## src/lanrx_pkg.sv

```systemverilog
// Constants, types and carriers shared by the LAN receive unit.
// Assumes a 16-bit descriptor memory port and byte-wide frame data from a link receiver on ref_clk.
//
// Functional notes
// - One frame descriptor per frame, buffers as needed
// - Exhausted descriptor or buffer list: notify, no-resources
// - Status word bits 13,11,10,9,8,7,6 flag outcome
// - Errored frames stored only when keep option set
// - Suspend flag on descriptor suspends after frame
// - Busy set at setup; busy/complete written together
// - Buffer pointer 0FFFFH means no buffer attached
// - Address and type fields packed, omitted if in-buffer
// - Respect buffer size; prefetch next buffer descriptor
// - Kept frame: write next free buffer pointer forward
// - Device sets last-buffer flag on frame end buffer
// - Device sets filled flag; count valid only then
// - 14-bit actual count per used buffer
// - 24-bit buffer start address, even in word mode
// - Idle: ignore frames, touch no memory
// - No-resources: detect frames, store none, count losses
// - Store only when ready; otherwise discard, keep stats
// - Commands: no-op, suspend, resume, start, abort
// - Not-ready interrupt on leaving ready
// - Start request acted on only at frame end; code applies it at once when no frame or setup is in progress
// - Frame-received interrupt after each completed frame
// - Frames lost during setup count resource or overrun
package lanrx_pkg;
  // ----------------------------------------
  // Register map (byte offsets)
  // ----------------------------------------
  localparam logic [7:0] REG_CMD = 8'h00;
  localparam logic [7:0] REG_CFG = 8'h04;
  localparam logic [7:0] REG_BASE = 8'h08;
  localparam logic [7:0] REG_STAT = 8'h0C;
  localparam logic [7:0] REG_CRC = 8'h10;
  localparam logic [7:0] REG_ALN = 8'h14;
  localparam logic [7:0] REG_OVR = 8'h18;
  localparam logic [7:0] REG_RSC = 8'h1C;
  localparam int CMD_AREA_LSB = 16;
  localparam int CFG_KEEP_BIT = 0;
  localparam int CFG_AIB_BIT = 1;
  localparam logic [2:0] CMD_NOP = 3'h0;
  localparam logic [2:0] CMD_START = 3'h1;
  localparam logic [2:0] CMD_RESUME = 3'h2;
  localparam logic [2:0] CMD_SUSPEND = 3'h3;
  localparam logic [2:0] CMD_ABORT = 3'h4;
  // ----------------------------------------
  // Descriptor layout (byte offsets, bits)
  // ----------------------------------------
  localparam logic [15:0] FD_STAT = 16'h0000;
  localparam logic [15:0] FD_CMD = 16'h0002;
  localparam logic [15:0] FD_LINK = 16'h0004;
  localparam logic [15:0] FD_BDP = 16'h0006;
  localparam logic [15:0] FD_ADDR = 16'h0008;
  localparam logic [15:0] BD_CNT = 16'h0000;
  localparam logic [15:0] BD_NEXT = 16'h0002;
  localparam logic [15:0] BD_ALO = 16'h0004;
  localparam logic [15:0] BD_AHI = 16'h0006;
  localparam logic [15:0] BD_SIZE = 16'h0008;
  localparam logic [15:0] NO_BD = 16'hFFFF;
  localparam logic [15:0] FD_BUSY_WORD = 16'h4000;
  localparam logic [3:0] HDR_LEN = 4'hE;
  localparam int ST_C = 15;
  localparam int ST_OK = 13;
  localparam int ST_CRC = 11;
  localparam int ST_ALN = 10;
  localparam int ST_NOSP = 9;
  localparam int ST_OVR = 8;
  localparam int ST_SHORT = 7;
  localparam int ST_NOEOF = 6;
  localparam int FLAG_HI = 15;
  localparam int FLAG_LO = 14;
  localparam int BCNT_W = 14;
  // ----------------------------------------
  // Types
  // ----------------------------------------
  typedef enum logic [1:0] {RU_IDLE, RU_SUSP, RU_NORES, RU_READY} lanrx_ru_t;
  typedef enum logic [3:0] {SQ_OFF, SQ_FD_CMD, SQ_FD_LINK, SQ_FD_BDP, SQ_FD_BUSY, SQ_BD_SIZE, SQ_BD_ALO,
    SQ_BD_AHI, SQ_BD_NEXT, SQ_ARMED, SQ_WORD, SQ_BD_CLOSE, SQ_NEXT_BDP, SQ_FD_DONE, SQ_DISCARD} lanrx_sq_t;
  typedef struct packed {
    logic valid;
    logic [7:0] data;
    logic last;
    logic crc_err;
    logic align_err;
    logic too_short;
    logic no_eof;
  } lanrx_link_t;
  typedef struct packed {
    logic req;
    logic we;
    logic [23:0] addr;
    logic [15:0] wdata;
  } lanrx_mem_t;
endpackage

```

## src/lanrx_receive_unit.sv

```systemverilog
// Receive unit: stores link frames into shared descriptor memory, AHB-Lite register slave.
// Assumes frame bytes come from a link receiver on ref_clk and memory answers each request with one mem_ack pulse.
//
// Design decisions made here: the address map and the AHB-Lite register port.
`timescale 1ns/1ns
module lanrx_receive_unit #(
  parameter int CNT_W = 16
) (
  input wire logic ref_clk,
  input wire logic nrst,
  input wire logic hsel,
  input wire logic [31:0] haddr,
  input wire logic [1:0] htrans,
  input wire logic hwrite,
  input wire logic [2:0] hsize,
  input wire logic [31:0] hwdata,
  input wire logic hready,
  output logic hreadyout,
  output logic hresp,
  output logic [31:0] hrdata,
  output lanrx_pkg::lanrx_mem_t mem,
  input wire logic mem_ack,
  input wire logic [15:0] mem_rdata,
  input wire lanrx_pkg::lanrx_link_t rx,
  output logic rnr_irq,
  output logic fr_irq
);
  // ----------------------------------------
  // State
  // ----------------------------------------
  lanrx_pkg::lanrx_ru_t ru_r, ru_nxt;
  lanrx_pkg::lanrx_sq_t sq_r, sq_nxt, end_target;
  logic [15:0] fd_r, fd_nxt, link_r, bd_r, bd_next_r, prev_bd_r, word_r, new_area_r;
  logic [13:0] size_r, cnt_r, prev_size_r;
  logic [23:0] baddr_r, word_addr_r, base_r;
  logic [3:0] hdr_cnt_r;
  logic fd_el_r, fd_s_r, bd_el_r, prev_valid_r, out_r, end_r, nospace_r, ovr_r, in_buf_r;
  logic crc_r, aln_r, short_r, noeof_r;
  logic pend_start_r, pend_susp_r, in_frame_r, storing_r;
  logic cfg_keep_r, cfg_aib_r, wr_pend_r;
  logic [7:0] wr_addr_r;
  logic rnr_nxt, fr_nxt, take_start, take_susp;
  logic [CNT_W-1:0] crc_cnt_r, aln_cnt_r, ovr_cnt_r, rsc_cnt_r;
  logic m_acc, m_we;
  logic [23:0] m_addr;
  logic [15:0] m_wd;

  function automatic logic [23:0] daddr(input logic [23:0] base, input logic [15:0] off);
    daddr = base + {8'h00, off};
  endfunction

  // ----------------------------------------
  // Decode
  // ----------------------------------------
  wire ahb_go = hsel && hready && htrans[1];
  wire cmd_wr = wr_pend_r && (wr_addr_r == lanrx_pkg::REG_CMD);
  wire [2:0] cmd_code = cmd_wr ? hwdata[2:0] : lanrx_pkg::CMD_NOP;
  wire [15:0] cmd_area = hwdata[lanrx_pkg::CMD_AREA_LSB +: 16];
  wire acked = mem.req && mem_ack;
  wire quiet = !in_frame_r && (sq_r == lanrx_pkg::SQ_OFF || sq_r == lanrx_pkg::SQ_ARMED);
  wire start_ok = rx.valid && !in_frame_r && ru_r == lanrx_pkg::RU_READY && sq_r == lanrx_pkg::SQ_ARMED
    && !pend_start_r && !pend_susp_r && cmd_code == lanrx_pkg::CMD_NOP;
  wire storing_now = storing_r || start_ok;
  wire byte_ok = rx.valid && storing_now && sq_r == lanrx_pkg::SQ_ARMED && !end_r;
  wire hdr_phase = !cfg_aib_r && (hdr_cnt_r < lanrx_pkg::HDR_LEN);
  wire byte_pos = hdr_phase ? hdr_cnt_r[0] : cnt_r[0];
  wire byte_drop = !hdr_phase && out_r;
  wire wr_byte = byte_ok && !byte_drop && (byte_pos || rx.last);
  wire ovr_now = rx.valid && storing_r && sq_r != lanrx_pkg::SQ_ARMED;
  wire end_evt = rx.valid && rx.last;
  wire err_any = crc_r || aln_r || short_r || noeof_r || nospace_r || ovr_r;
  wire kept = !err_any || cfg_keep_r;
  wire used_buf = (cnt_r != 14'h0000) || prev_valid_r;
  wire [15:0] close_bd = (cnt_r != 14'h0000) ? bd_r : prev_bd_r;
  wire [13:0] close_cnt = (cnt_r != 14'h0000) ? cnt_r : prev_size_r;
  wire [15:0] next_free = out_r ? lanrx_pkg::NO_BD
    : ((cnt_r != 14'h0000) ? (bd_el_r ? lanrx_pkg::NO_BD : bd_next_r) : bd_r);
  wire [15:0] fd_status = (16'h0001 << lanrx_pkg::ST_C) | ({15'h0000, !err_any} << lanrx_pkg::ST_OK)
    | ({15'h0000, crc_r} << lanrx_pkg::ST_CRC) | ({15'h0000, aln_r} << lanrx_pkg::ST_ALN)
    | ({15'h0000, nospace_r} << lanrx_pkg::ST_NOSP) | ({15'h0000, ovr_r} << lanrx_pkg::ST_OVR)
    | ({15'h0000, short_r} << lanrx_pkg::ST_SHORT) | ({15'h0000, noeof_r} << lanrx_pkg::ST_NOEOF);
  wire [31:0] stat_word = {26'h0000000, pend_susp_r, pend_start_r, in_frame_r, sq_r != lanrx_pkg::SQ_OFF, 2'(ru_r)};
  wire [7:0] ra = haddr[7:0];
  wire [31:0] rd_mux =
    (ra == lanrx_pkg::REG_CFG) ? {30'h00000000, cfg_aib_r, cfg_keep_r} :
    (ra == lanrx_pkg::REG_BASE) ? {8'h00, base_r} :
    (ra == lanrx_pkg::REG_STAT) ? stat_word :
    (ra == lanrx_pkg::REG_CRC) ? 32'(crc_cnt_r) :
    (ra == lanrx_pkg::REG_ALN) ? 32'(aln_cnt_r) :
    (ra == lanrx_pkg::REG_OVR) ? 32'(ovr_cnt_r) :
    (ra == lanrx_pkg::REG_RSC) ? 32'(rsc_cnt_r) : 32'h00000000;

  always_comb
  begin
    if (used_buf)
      end_target = lanrx_pkg::SQ_BD_CLOSE;
    else if (!kept)
      end_target = lanrx_pkg::SQ_DISCARD;
    else
      end_target = fd_el_r ? lanrx_pkg::SQ_FD_DONE : lanrx_pkg::SQ_NEXT_BDP;
  end

  // ----------------------------------------
  // Sequencer and unit state
  // ----------------------------------------
  always_comb
  begin
    sq_nxt = sq_r;
    ru_nxt = ru_r;
    fd_nxt = fd_r;
    rnr_nxt = 1'b0;
    fr_nxt = 1'b0;
    take_start = 1'b0;
    take_susp = 1'b0;
    unique case (sq_r)
      lanrx_pkg::SQ_OFF:
        sq_nxt = sq_r;
      lanrx_pkg::SQ_FD_CMD:
        if (acked) sq_nxt = lanrx_pkg::SQ_FD_LINK;
      lanrx_pkg::SQ_FD_LINK:
        if (acked) sq_nxt = lanrx_pkg::SQ_FD_BDP;
      lanrx_pkg::SQ_FD_BDP:
        if (acked && mem_rdata == lanrx_pkg::NO_BD)
        begin
          sq_nxt = lanrx_pkg::SQ_OFF;
          ru_nxt = lanrx_pkg::RU_NORES;
          rnr_nxt = 1'b1;
        end
        else if (acked)
          sq_nxt = lanrx_pkg::SQ_FD_BUSY;
      lanrx_pkg::SQ_FD_BUSY:
        if (acked) sq_nxt = lanrx_pkg::SQ_BD_SIZE;
      lanrx_pkg::SQ_BD_SIZE:
        if (acked) sq_nxt = lanrx_pkg::SQ_BD_ALO;
      lanrx_pkg::SQ_BD_ALO:
        if (acked) sq_nxt = lanrx_pkg::SQ_BD_AHI;
      lanrx_pkg::SQ_BD_AHI:
        if (acked) sq_nxt = lanrx_pkg::SQ_BD_NEXT;
      lanrx_pkg::SQ_BD_NEXT:
        if (acked) sq_nxt = lanrx_pkg::SQ_ARMED;
      lanrx_pkg::SQ_ARMED:
        if (end_r)
          sq_nxt = end_target;
        else if (wr_byte)
          sq_nxt = lanrx_pkg::SQ_WORD;
      lanrx_pkg::SQ_WORD:
        if (acked && end_r)
          sq_nxt = end_target;
        else if (acked && in_buf_r && cnt_r == size_r)
          sq_nxt = lanrx_pkg::SQ_BD_CLOSE;
        else if (acked)
          sq_nxt = lanrx_pkg::SQ_ARMED;
      lanrx_pkg::SQ_BD_CLOSE:
        if (acked && end_r)
          sq_nxt = !kept ? lanrx_pkg::SQ_DISCARD : (fd_el_r ? lanrx_pkg::SQ_FD_DONE : lanrx_pkg::SQ_NEXT_BDP);
        else if (acked)
          sq_nxt = bd_el_r ? lanrx_pkg::SQ_ARMED : lanrx_pkg::SQ_BD_SIZE;
      lanrx_pkg::SQ_NEXT_BDP:
        if (acked) sq_nxt = lanrx_pkg::SQ_FD_DONE;
      lanrx_pkg::SQ_FD_DONE:
        if (acked)
        begin
          fr_nxt = 1'b1;
          fd_nxt = link_r;
          sq_nxt = lanrx_pkg::SQ_OFF;
          rnr_nxt = 1'b1;
          if (pend_start_r)
          begin
            take_start = 1'b1;
            fd_nxt = new_area_r;
            sq_nxt = lanrx_pkg::SQ_FD_CMD;
            rnr_nxt = 1'b0;
          end
          else if (fd_el_r && fd_s_r)
            ru_nxt = lanrx_pkg::RU_IDLE;
          else if (fd_s_r)
            ru_nxt = lanrx_pkg::RU_SUSP;
          else if (fd_el_r || out_r || nospace_r)
            ru_nxt = lanrx_pkg::RU_NORES;
          else if (pend_susp_r)
          begin
            take_susp = 1'b1;
            ru_nxt = lanrx_pkg::RU_SUSP;
          end
          else
          begin
            sq_nxt = lanrx_pkg::SQ_FD_CMD;
            rnr_nxt = 1'b0;
          end
        end
      lanrx_pkg::SQ_DISCARD:
        if (pend_start_r)
        begin
          take_start = 1'b1;
          fd_nxt = new_area_r;
          sq_nxt = lanrx_pkg::SQ_FD_CMD;
        end
        else if (pend_susp_r)
        begin
          take_susp = 1'b1;
          ru_nxt = lanrx_pkg::RU_SUSP;
          rnr_nxt = 1'b1;
          sq_nxt = lanrx_pkg::SQ_OFF;
        end
        else
          sq_nxt = lanrx_pkg::SQ_FD_CMD;
    endcase
    // Host commands: start and suspend applied only at a frame boundary, resume and abort at once
    if ((cmd_code == lanrx_pkg::CMD_START || pend_start_r) && quiet)
    begin
      take_start = 1'b1;
      fd_nxt = pend_start_r ? new_area_r : cmd_area;
      ru_nxt = lanrx_pkg::RU_READY;
      sq_nxt = lanrx_pkg::SQ_FD_CMD;
    end
    else if ((cmd_code == lanrx_pkg::CMD_SUSPEND || pend_susp_r) && quiet && ru_r == lanrx_pkg::RU_READY)
    begin
      take_susp = 1'b1;
      ru_nxt = lanrx_pkg::RU_SUSP;
      rnr_nxt = 1'b1;
    end
    else if (cmd_code == lanrx_pkg::CMD_RESUME && ru_r == lanrx_pkg::RU_SUSP)
    begin
      ru_nxt = lanrx_pkg::RU_READY;
      if (sq_r == lanrx_pkg::SQ_OFF) sq_nxt = lanrx_pkg::SQ_FD_CMD;
    end
    else if (cmd_code == lanrx_pkg::CMD_ABORT)
    begin
      ru_nxt = lanrx_pkg::RU_IDLE;
      rnr_nxt = (ru_r == lanrx_pkg::RU_READY);
    end
    // An aborted access still waits for its answer so the memory port never sees a dropped request
    if (ru_r == lanrx_pkg::RU_IDLE && sq_r != lanrx_pkg::SQ_OFF && (!mem.req || mem_ack))
      sq_nxt = lanrx_pkg::SQ_OFF;
  end

  // ----------------------------------------
  // Memory request selection
  // ----------------------------------------
  always_comb
  begin
    m_acc = 1'b1;
    m_we = 1'b0;
    m_addr = 24'h000000;
    m_wd = 16'h0000;
    unique case (sq_r)
      lanrx_pkg::SQ_FD_CMD: m_addr = daddr(base_r, fd_r + lanrx_pkg::FD_CMD);
      lanrx_pkg::SQ_FD_LINK: m_addr = daddr(base_r, fd_r + lanrx_pkg::FD_LINK);
      lanrx_pkg::SQ_FD_BDP: m_addr = daddr(base_r, fd_r + lanrx_pkg::FD_BDP);
      lanrx_pkg::SQ_FD_BUSY:
      begin
        m_we = 1'b1;
        m_addr = daddr(base_r, fd_r + lanrx_pkg::FD_STAT);
        m_wd = lanrx_pkg::FD_BUSY_WORD;
      end
      lanrx_pkg::SQ_BD_SIZE: m_addr = daddr(base_r, bd_r + lanrx_pkg::BD_SIZE);
      lanrx_pkg::SQ_BD_ALO: m_addr = daddr(base_r, bd_r + lanrx_pkg::BD_ALO);
      lanrx_pkg::SQ_BD_AHI: m_addr = daddr(base_r, bd_r + lanrx_pkg::BD_AHI);
      lanrx_pkg::SQ_BD_NEXT: m_addr = daddr(base_r, bd_r + lanrx_pkg::BD_NEXT);
      lanrx_pkg::SQ_WORD:
      begin
        m_we = 1'b1;
        m_addr = word_addr_r;
        m_wd = word_r;
      end
      lanrx_pkg::SQ_BD_CLOSE:
      begin
        m_we = 1'b1;
        m_addr = daddr(base_r, close_bd + lanrx_pkg::BD_CNT);
        m_wd = {end_r, 1'b1, close_cnt};
      end
      lanrx_pkg::SQ_NEXT_BDP:
      begin
        m_we = 1'b1;
        m_addr = daddr(base_r, link_r + lanrx_pkg::FD_BDP);
        m_wd = next_free;
      end
      lanrx_pkg::SQ_FD_DONE:
      begin
        m_we = 1'b1;
        m_addr = daddr(base_r, fd_r + lanrx_pkg::FD_STAT);
        m_wd = fd_status;
      end
      default: m_acc = 1'b0;
    endcase
  end

  // ----------------------------------------
  // Bus slave and outputs
  // ----------------------------------------
  always_ff @(posedge ref_clk or negedge nrst)
  begin
    if (!nrst)
    begin
      wr_pend_r <= 1'b0;
      wr_addr_r <= 8'h00;
      hrdata <= 32'h00000000;
      hreadyout <= 1'b0;
      hresp <= 1'b0;
      cfg_keep_r <= 1'b0;
      cfg_aib_r <= 1'b0;
      base_r <= 24'h000000;
    end
    else
    begin
      hreadyout <= 1'b1;
      hresp <= 1'b0;
      wr_pend_r <= ahb_go && hwrite;
      wr_addr_r <= ra;
      if (ahb_go && !hwrite) hrdata <= rd_mux;
      if (wr_pend_r && wr_addr_r == lanrx_pkg::REG_CFG)
      begin
        cfg_keep_r <= hwdata[lanrx_pkg::CFG_KEEP_BIT];
        cfg_aib_r <= hwdata[lanrx_pkg::CFG_AIB_BIT];
      end
      if (wr_pend_r && wr_addr_r == lanrx_pkg::REG_BASE) base_r <= hwdata[23:0];
    end
  end

  always_ff @(posedge ref_clk or negedge nrst)
  begin
    if (!nrst)
    begin
      ru_r <= lanrx_pkg::RU_IDLE;
      sq_r <= lanrx_pkg::SQ_OFF;
      fd_r <= 16'h0000;
      rnr_irq <= 1'b0;
      fr_irq <= 1'b0;
      mem <= '0;
      pend_start_r <= 1'b0;
      pend_susp_r <= 1'b0;
      new_area_r <= 16'h0000;
    end
    else
    begin
      ru_r <= ru_nxt;
      sq_r <= sq_nxt;
      fd_r <= fd_nxt;
      rnr_irq <= rnr_nxt;
      fr_irq <= fr_nxt;
      // Request fields are frozen while a request is outstanding
      if (mem.req)
        mem.req <= !mem_ack;
      else
        mem <= '{req: m_acc && ru_r != lanrx_pkg::RU_IDLE, we: m_we, addr: m_addr, wdata: m_wd};
      if (cmd_code == lanrx_pkg::CMD_START && !quiet)
      begin
        pend_start_r <= 1'b1;
        new_area_r <= cmd_area;
      end
      else if (take_start || cmd_code == lanrx_pkg::CMD_ABORT)
        pend_start_r <= 1'b0;
      if (cmd_code == lanrx_pkg::CMD_SUSPEND && !quiet && ru_r == lanrx_pkg::RU_READY)
        pend_susp_r <= 1'b1;
      else if (take_susp || take_start || cmd_code == lanrx_pkg::CMD_ABORT || cmd_code == lanrx_pkg::CMD_RESUME)
        pend_susp_r <= 1'b0;
    end
  end

  // ----------------------------------------
  // Descriptor fields and frame data path
  // ----------------------------------------
  always_ff @(posedge ref_clk or negedge nrst)
  begin
    if (!nrst)
    begin
      {link_r, bd_r, bd_next_r, prev_bd_r, word_r} <= '0;
      {size_r, cnt_r, prev_size_r, baddr_r, word_addr_r, hdr_cnt_r} <= '0;
      {fd_el_r, fd_s_r, bd_el_r, prev_valid_r, out_r, end_r, nospace_r, ovr_r, in_buf_r} <= '0;
      {crc_r, aln_r, short_r, noeof_r, in_frame_r, storing_r} <= '0;
    end
    else
    begin
      if (sq_nxt == lanrx_pkg::SQ_FD_CMD && sq_r != lanrx_pkg::SQ_FD_CMD)
        {cnt_r, hdr_cnt_r, prev_valid_r, out_r, end_r, nospace_r, ovr_r, crc_r, aln_r, short_r, noeof_r} <= '0;
      if (acked && sq_r == lanrx_pkg::SQ_FD_CMD) {fd_el_r, fd_s_r} <= mem_rdata[lanrx_pkg::FLAG_HI:lanrx_pkg::FLAG_LO];
      if (acked && sq_r == lanrx_pkg::SQ_FD_LINK) link_r <= mem_rdata;
      if (acked && sq_r == lanrx_pkg::SQ_FD_BDP) bd_r <= mem_rdata;
      if (acked && sq_r == lanrx_pkg::SQ_BD_SIZE)
      begin
        bd_el_r <= mem_rdata[lanrx_pkg::FLAG_HI];
        size_r <= mem_rdata[lanrx_pkg::BCNT_W-1:0];
      end
      if (acked && sq_r == lanrx_pkg::SQ_BD_ALO) baddr_r[15:0] <= mem_rdata;
      if (acked && sq_r == lanrx_pkg::SQ_BD_AHI) baddr_r[23:16] <= mem_rdata[7:0];
      if (acked && sq_r == lanrx_pkg::SQ_BD_NEXT) bd_next_r <= mem_rdata;
      if (acked && sq_r == lanrx_pkg::SQ_BD_CLOSE && !end_r)
      begin
        if (bd_el_r)
          out_r <= 1'b1;
        else
        begin
          prev_bd_r <= bd_r;
          prev_size_r <= cnt_r;
          prev_valid_r <= 1'b1;
          cnt_r <= 14'h0000;
          bd_r <= bd_next_r;
        end
      end
      if (byte_ok && hdr_phase)
      begin
        word_addr_r <= daddr(base_r, fd_r + lanrx_pkg::FD_ADDR + {12'h000, hdr_cnt_r[3:1], 1'b0});
        hdr_cnt_r <= hdr_cnt_r + 4'h1;
        in_buf_r <= 1'b0;
      end
      else if (byte_ok && byte_drop)
        nospace_r <= 1'b1;
      else if (byte_ok)
      begin
        word_addr_r <= baddr_r + {10'h000, cnt_r[13:1], 1'b0};
        cnt_r <= cnt_r + 14'h0001;
        in_buf_r <= 1'b1;
      end
      // Odd final byte leaves the high byte of its word as zero
      if (byte_ok && !byte_drop && !byte_pos) word_r <= {8'h00, rx.data};
      if (byte_ok && !byte_drop && byte_pos) word_r[15:8] <= rx.data;
      if (ovr_now) ovr_r <= 1'b1;
      if (end_evt && storing_now)
      begin
        end_r <= 1'b1;
        {crc_r, aln_r, short_r, noeof_r} <= {rx.crc_err, rx.align_err, rx.too_short, rx.no_eof};
      end
      if (rx.valid) in_frame_r <= !rx.last;
      if (ru_r == lanrx_pkg::RU_IDLE || end_evt)
        storing_r <= 1'b0;
      else if (start_ok)
        storing_r <= 1'b1;
    end
  end

  // ----------------------------------------
  // Statistics counters
  // ----------------------------------------
  // Counters wrap; software reads them as free-running totals
  wire stat_on = ru_r != lanrx_pkg::RU_IDLE && end_evt;
  always_ff @(posedge ref_clk or negedge nrst)
  begin
    if (!nrst)
      {crc_cnt_r, aln_cnt_r, ovr_cnt_r, rsc_cnt_r} <= '0;
    else
    begin
      if (stat_on && rx.crc_err) crc_cnt_r <= crc_cnt_r + 1'b1;
      if (stat_on && rx.align_err) aln_cnt_r <= aln_cnt_r + 1'b1;
      if (stat_on && storing_now && (ovr_r || ovr_now)) ovr_cnt_r <= ovr_cnt_r + 1'b1;
      if (stat_on && !storing_now && (ru_r == lanrx_pkg::RU_NORES || ru_r == lanrx_pkg::RU_READY))
        rsc_cnt_r <= rsc_cnt_r + 1'b1;
    end
  end
endmodule

```

## config.mk

```make
export PLATFORM = sky130hd
export DESIGN_NAME = lanrx_receive_unit
export DESIGN_NICKNAME = d
export VERILOG_FILES = /design/src/lanrx_pkg.sv /design/src/lanrx_receive_unit.sv
export SDC_FILE = /design/constraint.sdc
export NUM_CORES = 1
export LEC_CHECK = 0
export ABC_AREA = 1
export BUFFER_PORTS_ARGS = -buffer_cell sky130_fd_sc_hd__buf_2
export CAP_MARGIN = 25
export CORE_ASPECT_RATIO = 0.9
export CORE_MARGIN = 8
export CORE_UTILIZATION = 35
export CTS_CLUSTER_DIAMETER = 50
export DETAILED_ROUTE_END_ITERATION = 8
export PLACE_DENSITY_LB_ADDON = 0.3
export SYNTH_ARGS = -nofsm -noshare
export SYNTH_HDL_FRONTEND = slang
export SYNTH_SLANG_ARGS = --single-unit
```

## constraint.sdc

```tcl
create_clock -name ref_clk -period 3.95 [get_ports ref_clk]
set_input_delay 0.395 -clock ref_clk [delete_from_list [all_inputs] [get_ports ref_clk]]
set_output_delay 0.395 -clock ref_clk [all_outputs]
set_load 0.01 [all_outputs]
```

---- Word-level counts from Yosys, hierarchy flattened ----
Index checks and enable logic that the tools add are counted.
storage, ports and cells
  bits in latches ......................... 0
  RAM bits ................................ 0
  memories ................................ 0
  bits in read-only memories .............. 0
  output and inout bits ................... 78
  register bits after elaboration ......... 405
  word-level logic and storage cells ...... 391
operators by class
  magnitude comparators ................... 1
  reductions and logical operators ........ 123
  equal/unequal tests ..................... 42
  bitwise operators ....................... 7
  muxes and demuxes ....................... 139
  div/mod/pow operators ................... 0
  shifts and indexed selects .............. 0
  $mul .................................... 0
  add/subtract/negate cells ............... 28
operators with widths
  kind                                            number
  2-to-1 mux 16 bit                               18
  adder 24 x 16 -> 24 bit                         11
  one-hot mux 24 bit (11 select lines)            1
  2-to-1 mux 24 bit                               5
  2-to-1 mux 4 bit                                26
  2-to-1 mux 14 bit                               7
  adder 16 x 3 -> 16 bit (second input constant)  5
  one-hot mux 16 bit (5 select lines)             1
  adder 16 x 1 -> 16 bit (second input constant)  4
  logical AND 1 bit                               62
  2-to-1 mux 1 bit                                60
  one-hot mux 4 bit (15 select lines)             1
  adder 16 x 2 -> 16 bit (second input constant)  2
  adder 16 x 4 -> 16 bit (second input constant)  2
  == test 8 x 5 -> 1 bit (second input constant)  4
  one-hot mux 16 bit (2 select lines)             1
  == test 4 bit (second input constant)           7
  2-to-1 mux 2 bit                                13
  adder 24 x 14 -> 24 bit                         1
  == test 8 x 4 -> 1 bit (second input constant)  3
  inequality test 6 bit (second input constant)   4
  logical OR 1 bit                                22
  nonzero test 2 bit                              9
  adder 16 x 4 -> 16 bit                          1
  45 further kinds                                70

---- Longest topological paths before layout ----
  word-level depth ........................ 29
  mapped depth ............................ 29

---- Worst setup path after synthesis ----
Ideal clock, no wire load.
  path type ............................... register -> register
  start ................................... reg fd_r[2]
  end ..................................... reg word_addr_r[23]
  stages on the path, launching flop included .. 23
  clock period less this slack ............ 3,771 ps
  data required time ...................... 3,829 ps
  setup time .............................. 121 ps
  arrival time ............................ 3,650 ps
  slack ................................... 179 ps
  cell sequence ........................... dfrtp_1 ha_1 ha_1 inv_1 fa_1 o22ai_1 nand3_1 nor2_1 nand2_1 nor3_1 nand3_1 xor2_1 ha_1 nand2_1 inv_1 nand3_1 nor2_1 nand4_1 a31oi_1 nand2_1 o21ai_0 a21oi_1 o22a_1
between the ends
  word-level cells in the longest chain between the ends .. 4
ends and longest elaborated chain
  element                              RTL line                   source
  start: declaration                   lanrx_receive_unit.sv:33   logic [15:0] fd_r, fd_nxt, link_r, bd_r, bd_next_r, prev_bd_r, word_r, new_area_r;
  start signal: assignment             lanrx_receive_unit.sv:338  fd_r <= fd_nxt;
  adder 16 x 4 -> 16 bit (2 in a row)  lanrx_receive_unit.sv:402  word_addr_r <= daddr(base_r, fd_r + lanrx_pkg::FD_ADDR + {12'h000, hdr_cnt_r[3:1], 1'b0});
  adder 24 x 16 -> 24 bit              lanrx_receive_unit.sv:49   daddr = base + {8'h00, off};
  2-to-1 mux 24 bit                    lanrx_receive_unit.sv:400  if (byte_ok && hdr_phase)
  end signal: assignment               lanrx_receive_unit.sv:402
  end signal: assignment               lanrx_receive_unit.sv:410  word_addr_r <= baddr_r + {10'h000, cnt_r[13:1], 1'b0};
  end: declaration                     lanrx_receive_unit.sv:35   logic [23:0] baddr_r, word_addr_r, base_r;
Every way passes these cells.
A chain may end at the register's enable or synchronous reset.

---- Worst setup path in the final report ----
  start ................................... reg sq_r[3]
  end ..................................... reg mem[37] (netlist bit)
between the ends
  word-level cells in the longest chain between the ends .. 3
  elaborated cells on any way between the ends .. 14
  classes of those cells .................. 12 x eq/ne; 1 x mux; 1 x reduce/logical
ends and longest elaborated chain
  element                                                         RTL line                   source
  start: declaration                                              lanrx_receive_unit.sv:32   lanrx_pkg::lanrx_sq_t sq_r, sq_nxt, end_target;
  start signal: assignment                                        lanrx_receive_unit.sv:325  sq_r <= lanrx_pkg::SQ_OFF;
  start signal: assignment                                        lanrx_receive_unit.sv:337  sq_r <= sq_nxt;
  == test 4 bit / == test 4 x 3 -> 1 bit (equally long branches)  lanrx_receive_unit.sv:246  unique case (sq_r)
  OR reduction 2 bit (no source line)                             -
  one-hot mux 24 bit (11 select lines) *                          lanrx_receive_unit.sv:246
  end signal: assignment                                          lanrx_receive_unit.sv:345  mem <= '{req: m_acc && ru_r != lanrx_pkg::RU_IDLE, we: m_we, addr: m_addr, wdata: m_wd};
  end: declaration                                                lanrx_receive_unit.sv:21   output lanrx_pkg::lanrx_mem_t mem,
Mark *: on every way between the ends. The rest lies on a longest branch, timed or not.

==> results <==
- Before antenna repair, the detailed router went through 6 iterations.
- The tool flagged a number of max-cap violations equal to 0.
- The maximum fanout encountered on the critical timing path is 5.
- The worst setup path is of the reg -> reg kind.
- The die span in x is 294.1 microns.
- The checks that failed: negative setup slack.
- The floorplan die area is 78320 sq um.
- The cell chosen for the clock root is sky130_fd_sc_hd__clkbuf_16.
- The power density relative to cell area is 784.0 nW/um^2.
- The initial antenna violation count was 3.
- For the pin with the worst max-slew slack, the measured transition is 0.9546 ns.
- The first global-routing pass estimated 139800 microns of wire.
- The total chip power is 24930 uW.
- Across the VDD grid, the largest voltage drop is 0.0004380 V.
- At the end of routability-driven placement, the weighted congestion stood at 0.9891.
- The final hold violation count came to 0.
- Clock-pin slew was measured on the worst setup and hold paths at 0.06 ns.
- At the later pin of the worst-skew pair, clock insertion delay measures 0.63 ns.
- The final layout contains routed wiring with a total length of 93460 microns.
- On the final layout, the worst clock skew is 0.03529 ns.
- The min-delay analysis places its worst path in the category in -> reg.
- Hold timing on the final database bottoms out at a slack of 0.02999 ns.
- The clock net in this run drives a total of 397 sinks.
- The top achievable clock speed is 0.2468 GHz.
- Once the floorplan was initialized, standard cells occupied 35.49% of the core.
- The relative slew slack is 36.20%.
- The count of flip-flops with a built-in enable after synthesis is 0.
- In the routed design, unresolved DRC markers number 0.
- A synthesized cell averages 7.485 sq um.
- The depth of the most critical reg-to-reg path is 24.
- Following the worst setup path forward leads to its endpoint at mem[37].
- The launch point of the critical path is sq_r[3].
- The routed layout has 24560 vias.
- The first routing iteration left 2660 violations.
- The gate count of the mapped netlist is 3255.
- The area growth from synthesis to layout is 30.53%.
- The boundary pin count is 183.
- The end of the worst register-to-register path is mem[37].
- The run finished, with violations left.
- The die span in y is 266.3 microns.
- The worst setup margin is -0.1026 ns.
- In the synthesized netlist the async set-or-reset flop fraction comes to 100.0%.
- The total cell area at the placement stage is 28120 sq um.
- STA puts the critical path data required time at 4.50 ns.
- The total count of max-transition violations in the final report is 0.
- The floorplan has 91 rows.
- In this run, distinct cell masters in the synthesized netlist total 64.
- The analysis attributes to cell leakage a power of 0.01562 uW.
- Setup repair after global routing could not meet its margin everywhere.
- In the final design database the tool counted 3881 nets.
- Port buffering added 145 buffers.
- The synthesis-stage register bit count is 397.
- The mapped netlist covers 24360 sq um.
- Sequential elements use 40.77% of the synthesized area.
- STA classifies the critical path startpoint as a flop.
- The TritonCTS buffer count is 54.
- The wire-length estimate of the detail-placed layout is 71740 microns.
- The number of global-route vias before repair is 22860.
- After global routing the overflow that remains totals 0.
- The total global routing track utilization is 22.93%.
- In the final layout, the share of cells above drive strength 1 is 23.83%.
- The launch point of the worst reg-to-reg path is sq_r[3].
- The setup slack on the worst flop-to-flop path is -0.10 ns.
- The antenna violation net count after detailed routing is 0.
- Setup violations remaining at the end of the flow were counted as 4.
- The placeable core region is 68660 sq um.
- The total number of H-tree levels is 2.
- The clock tree from TritonCTS is done.
- The flip-flop cell with the highest count after synthesis is sky130_fd_sc_hd__dfrtp_1.
- After detailed routing, the number of vias per cell comes to 5.240.
- Entering global routing, the biggest net connects 102 pins.
- STA classifies the critical path endpoint as a flop.
- The average detailed-routed wire length per instance is 19.94 microns.
- The smallest clock period supported by the final layout is computed as 4.053 ns.
- The deepest clock path buffer count is 3.
- The share of the clock period used by the worst path after layout is 102.6%.
- The post-route cell area is 31800 sq um.
- Yosys printed 0 warnings.
- The critical path arrival is 4.60 ns.
==> how the worst min path moves through the flow <==
stage / endpoint / cells past startpoint / start
finish: bd_next_r[13] / 3 / mem_rdata[13]
global route: wr_pend_r / 3 / hready
CTS: wr_pend_r / 3 / hready
detailed placement: aln_cnt_r[13] / 1 / aln_cnt_r[13]
global placement: mem[12] / 1 / mem[12]
floorplan: aln_cnt_r[0] / 0 / nrst
==> synth_stat cells, drive strengths merged, types with 3 or more instances <==
cell,n,area [sq um]
or2,29,183.9
a21o,20,150.1
dfrtp,397,9935
mux2,13,146.4
a211oi,5,37.54
o21ai,426,2143
o22ai,23,143.9
o21bai,9,67.56
nor4,19,156.4
nor2,232,953.4
nand3,154,785.8
nand3b,4,30.03
clkinv,5,18.77
o31ai,13,97.59
o221ai,20,175.2
a2bb2oi,7,61.31
a31oi,34,212.7
nor3,49,265.3
xnor2,21,183.9
inv,376,1414
o41ai,3,26.28
buf,43,271.5
clkbuf,87,329.1
a221oi,7,61.31
nand2,808,3063
a22oi,6,45.04
o211ai,31,232.7
fa,4,80.08
o311ai,3,26.28
a21boi,5,37.54
a21oi,163,827.1
ha,62,775.7
and2,3,18.77
xor2,102,893.4
o2111ai,16,140.1
nand4,40,256.5
o21a,8,60.06
==> report_power, final <==
part	total, uW	leakage [uW]	internal [uW]	switching [uW]
clock network	5100	0.000916	3020	2080
logic	14000	0.00975	5920	8040
registers	5880	0.00495	5020	860
total	24900	0.0156	14000	11000
==> layout make-up <==
class / instances / area (sq um)
clock inverters: 37 / 431.7
diodes: 1 / 2.502
well taps: 930 / 1164
repair buffers: 520 / 3782
inverters: 381 / 1433
flip-flops and latches: 397 / 9938
multi-input cells: 2356 / 13590
fillers: 6731 / 36850
clock buffers: 65 / 1463
==> per-layer routing <==
metal | GRT usage [%] | vias up | wire length, microns
li1 | - | 11770 | -
met1 | 32.53 | 11700 | 41630
met2 | 35.10 | 945 | 41480
met3 | 4.122 | 146 | 7292
met4 | 7.557 | 2 | 3051
met5 | 0 | - | 13
==> stage by stage <==
stage          setup TNS, ns  worst slack [ns]  instances  utilization (%)
2_1_floorplan              0            0.1785       3263                -
3_3_place_gp          -3.333           -0.2984       4518            40.94
3_5_place_dp          -5.053           -0.3787       4519            40.96
4_1_cts              -0.3341          -0.09666       4665            44.91
5_1_grt               -2.706           -0.2500       4686            46.32
6_report             -0.1754           -0.1026       4687            46.32
==> registers in the layout, summed over array words and instances (netlist names), 24 cells and up <==
signal       count
baddr_r         24
base_r          24
word_addr_r     24
hrdata          24
mem             42
==> repair_timing <==
item	CTS	global route
gates cloned	1	1
resized for setup	104	197
endpoints found under the setup margin	26	28
setup buffers	15	21
hold endpoints to repair	120	0
pin swaps	46	85
hold buffers	28	0
==> cells in the final DEF, fill, tap and decap left out, types with 11 or more instances in the layout <==
master,count
sky130_fd_sc_hd__buf_4,328
sky130_fd_sc_hd__buf_2,144
sky130_fd_sc_hd__nand2_2,31
sky130_fd_sc_hd__o22ai_1,22
sky130_fd_sc_hd__nand3_2,19
sky130_fd_sc_hd__dlygate4sd3_1,28
sky130_fd_sc_hd__nand4_1,39
sky130_fd_sc_hd__inv_1,353
sky130_fd_sc_hd__ha_1,40
sky130_fd_sc_hd__o21ai_1,30
sky130_fd_sc_hd__nor2_2,33
sky130_fd_sc_hd__ha_4,17
sky130_fd_sc_hd__o221ai_1,20
sky130_fd_sc_hd__nor2_4,17
sky130_fd_sc_hd__a21oi_1,123
sky130_fd_sc_hd__inv_2,21
sky130_fd_sc_hd__dfrtp_1,394
sky130_fd_sc_hd__o31ai_1,12
sky130_fd_sc_hd__xor2_1,97
sky130_fd_sc_hd__xnor2_1,21
sky130_fd_sc_hd__a21oi_2,32
sky130_fd_sc_hd__nor4_1,11
sky130_fd_sc_hd__or2_2,21
sky130_fd_sc_hd__a31oi_1,29
sky130_fd_sc_hd__o211ai_1,31
sky130_fd_sc_hd__nand3_1,134
sky130_fd_sc_hd__clkinv_2,11
sky130_fd_sc_hd__mux2_2,13
sky130_fd_sc_hd__nor3_1,41
sky130_fd_sc_hd__clkbuf_16,55
sky130_fd_sc_hd__nand2_1,768
sky130_fd_sc_hd__o21ai_2,20
sky130_fd_sc_hd__nor2_1,182
sky130_fd_sc_hd__o21ai_0,373
sky130_fd_sc_hd__o2111ai_1,12
sky130_fd_sc_hd__a21o_1,20
==> worst max-delay path, stage by stage, from the launching register on <==
cell and delay, ns:
sky130_fd_sc_hd__dfrtp_1 0.40, sky130_fd_sc_hd__inv_2 0.09, sky130_fd_sc_hd__nand2_4 0.12, sky130_fd_sc_hd__nor2_4 0.05, sky130_fd_sc_hd__buf_6 0.12, sky130_fd_sc_hd__nor2_4 0.16
sky130_fd_sc_hd__a21oi_2 0.09, sky130_fd_sc_hd__ha_2 0.19, sky130_fd_sc_hd__o21bai_4 0.18, sky130_fd_sc_hd__nor3b_4 0.20, sky130_fd_sc_hd__nand2_2 0.10, sky130_fd_sc_hd__nor2_4 0.11
sky130_fd_sc_hd__nand4_1 0.08, sky130_fd_sc_hd__nand3_1 0.07, sky130_fd_sc_hd__nand4_1 0.32, sky130_fd_sc_hd__ha_4 0.44, sky130_fd_sc_hd__nand2_4 0.07, sky130_fd_sc_hd__nor4_4 0.30
sky130_fd_sc_hd__buf_4 0.16, sky130_fd_sc_hd__nand4_1 0.11, sky130_fd_sc_hd__nand3_2 0.12, sky130_fd_sc_hd__and2_4 0.14, sky130_fd_sc_hd__or2_4 0.10, sky130_fd_sc_hd__nand3_2 0.05
sky130_fd_sc_hd__a31oi_1 0.19
==> cells by family after synthesis <==
logic type / Yosys count / synth area share [%]
adders and majority gates: 66 / 3.513
buffers and inverters: 511 / 8.345
AOI/OAI and AO/OA: 804 / 18.84
other: 2 / 0.03082
DFF: 397 / 40.77
xor gates and xnor gates: 123 / 4.422
and+or+nand+nor: 1339 / 23.48
muxes: 13 / 0.6008
(Power assumes the default switching activity.)
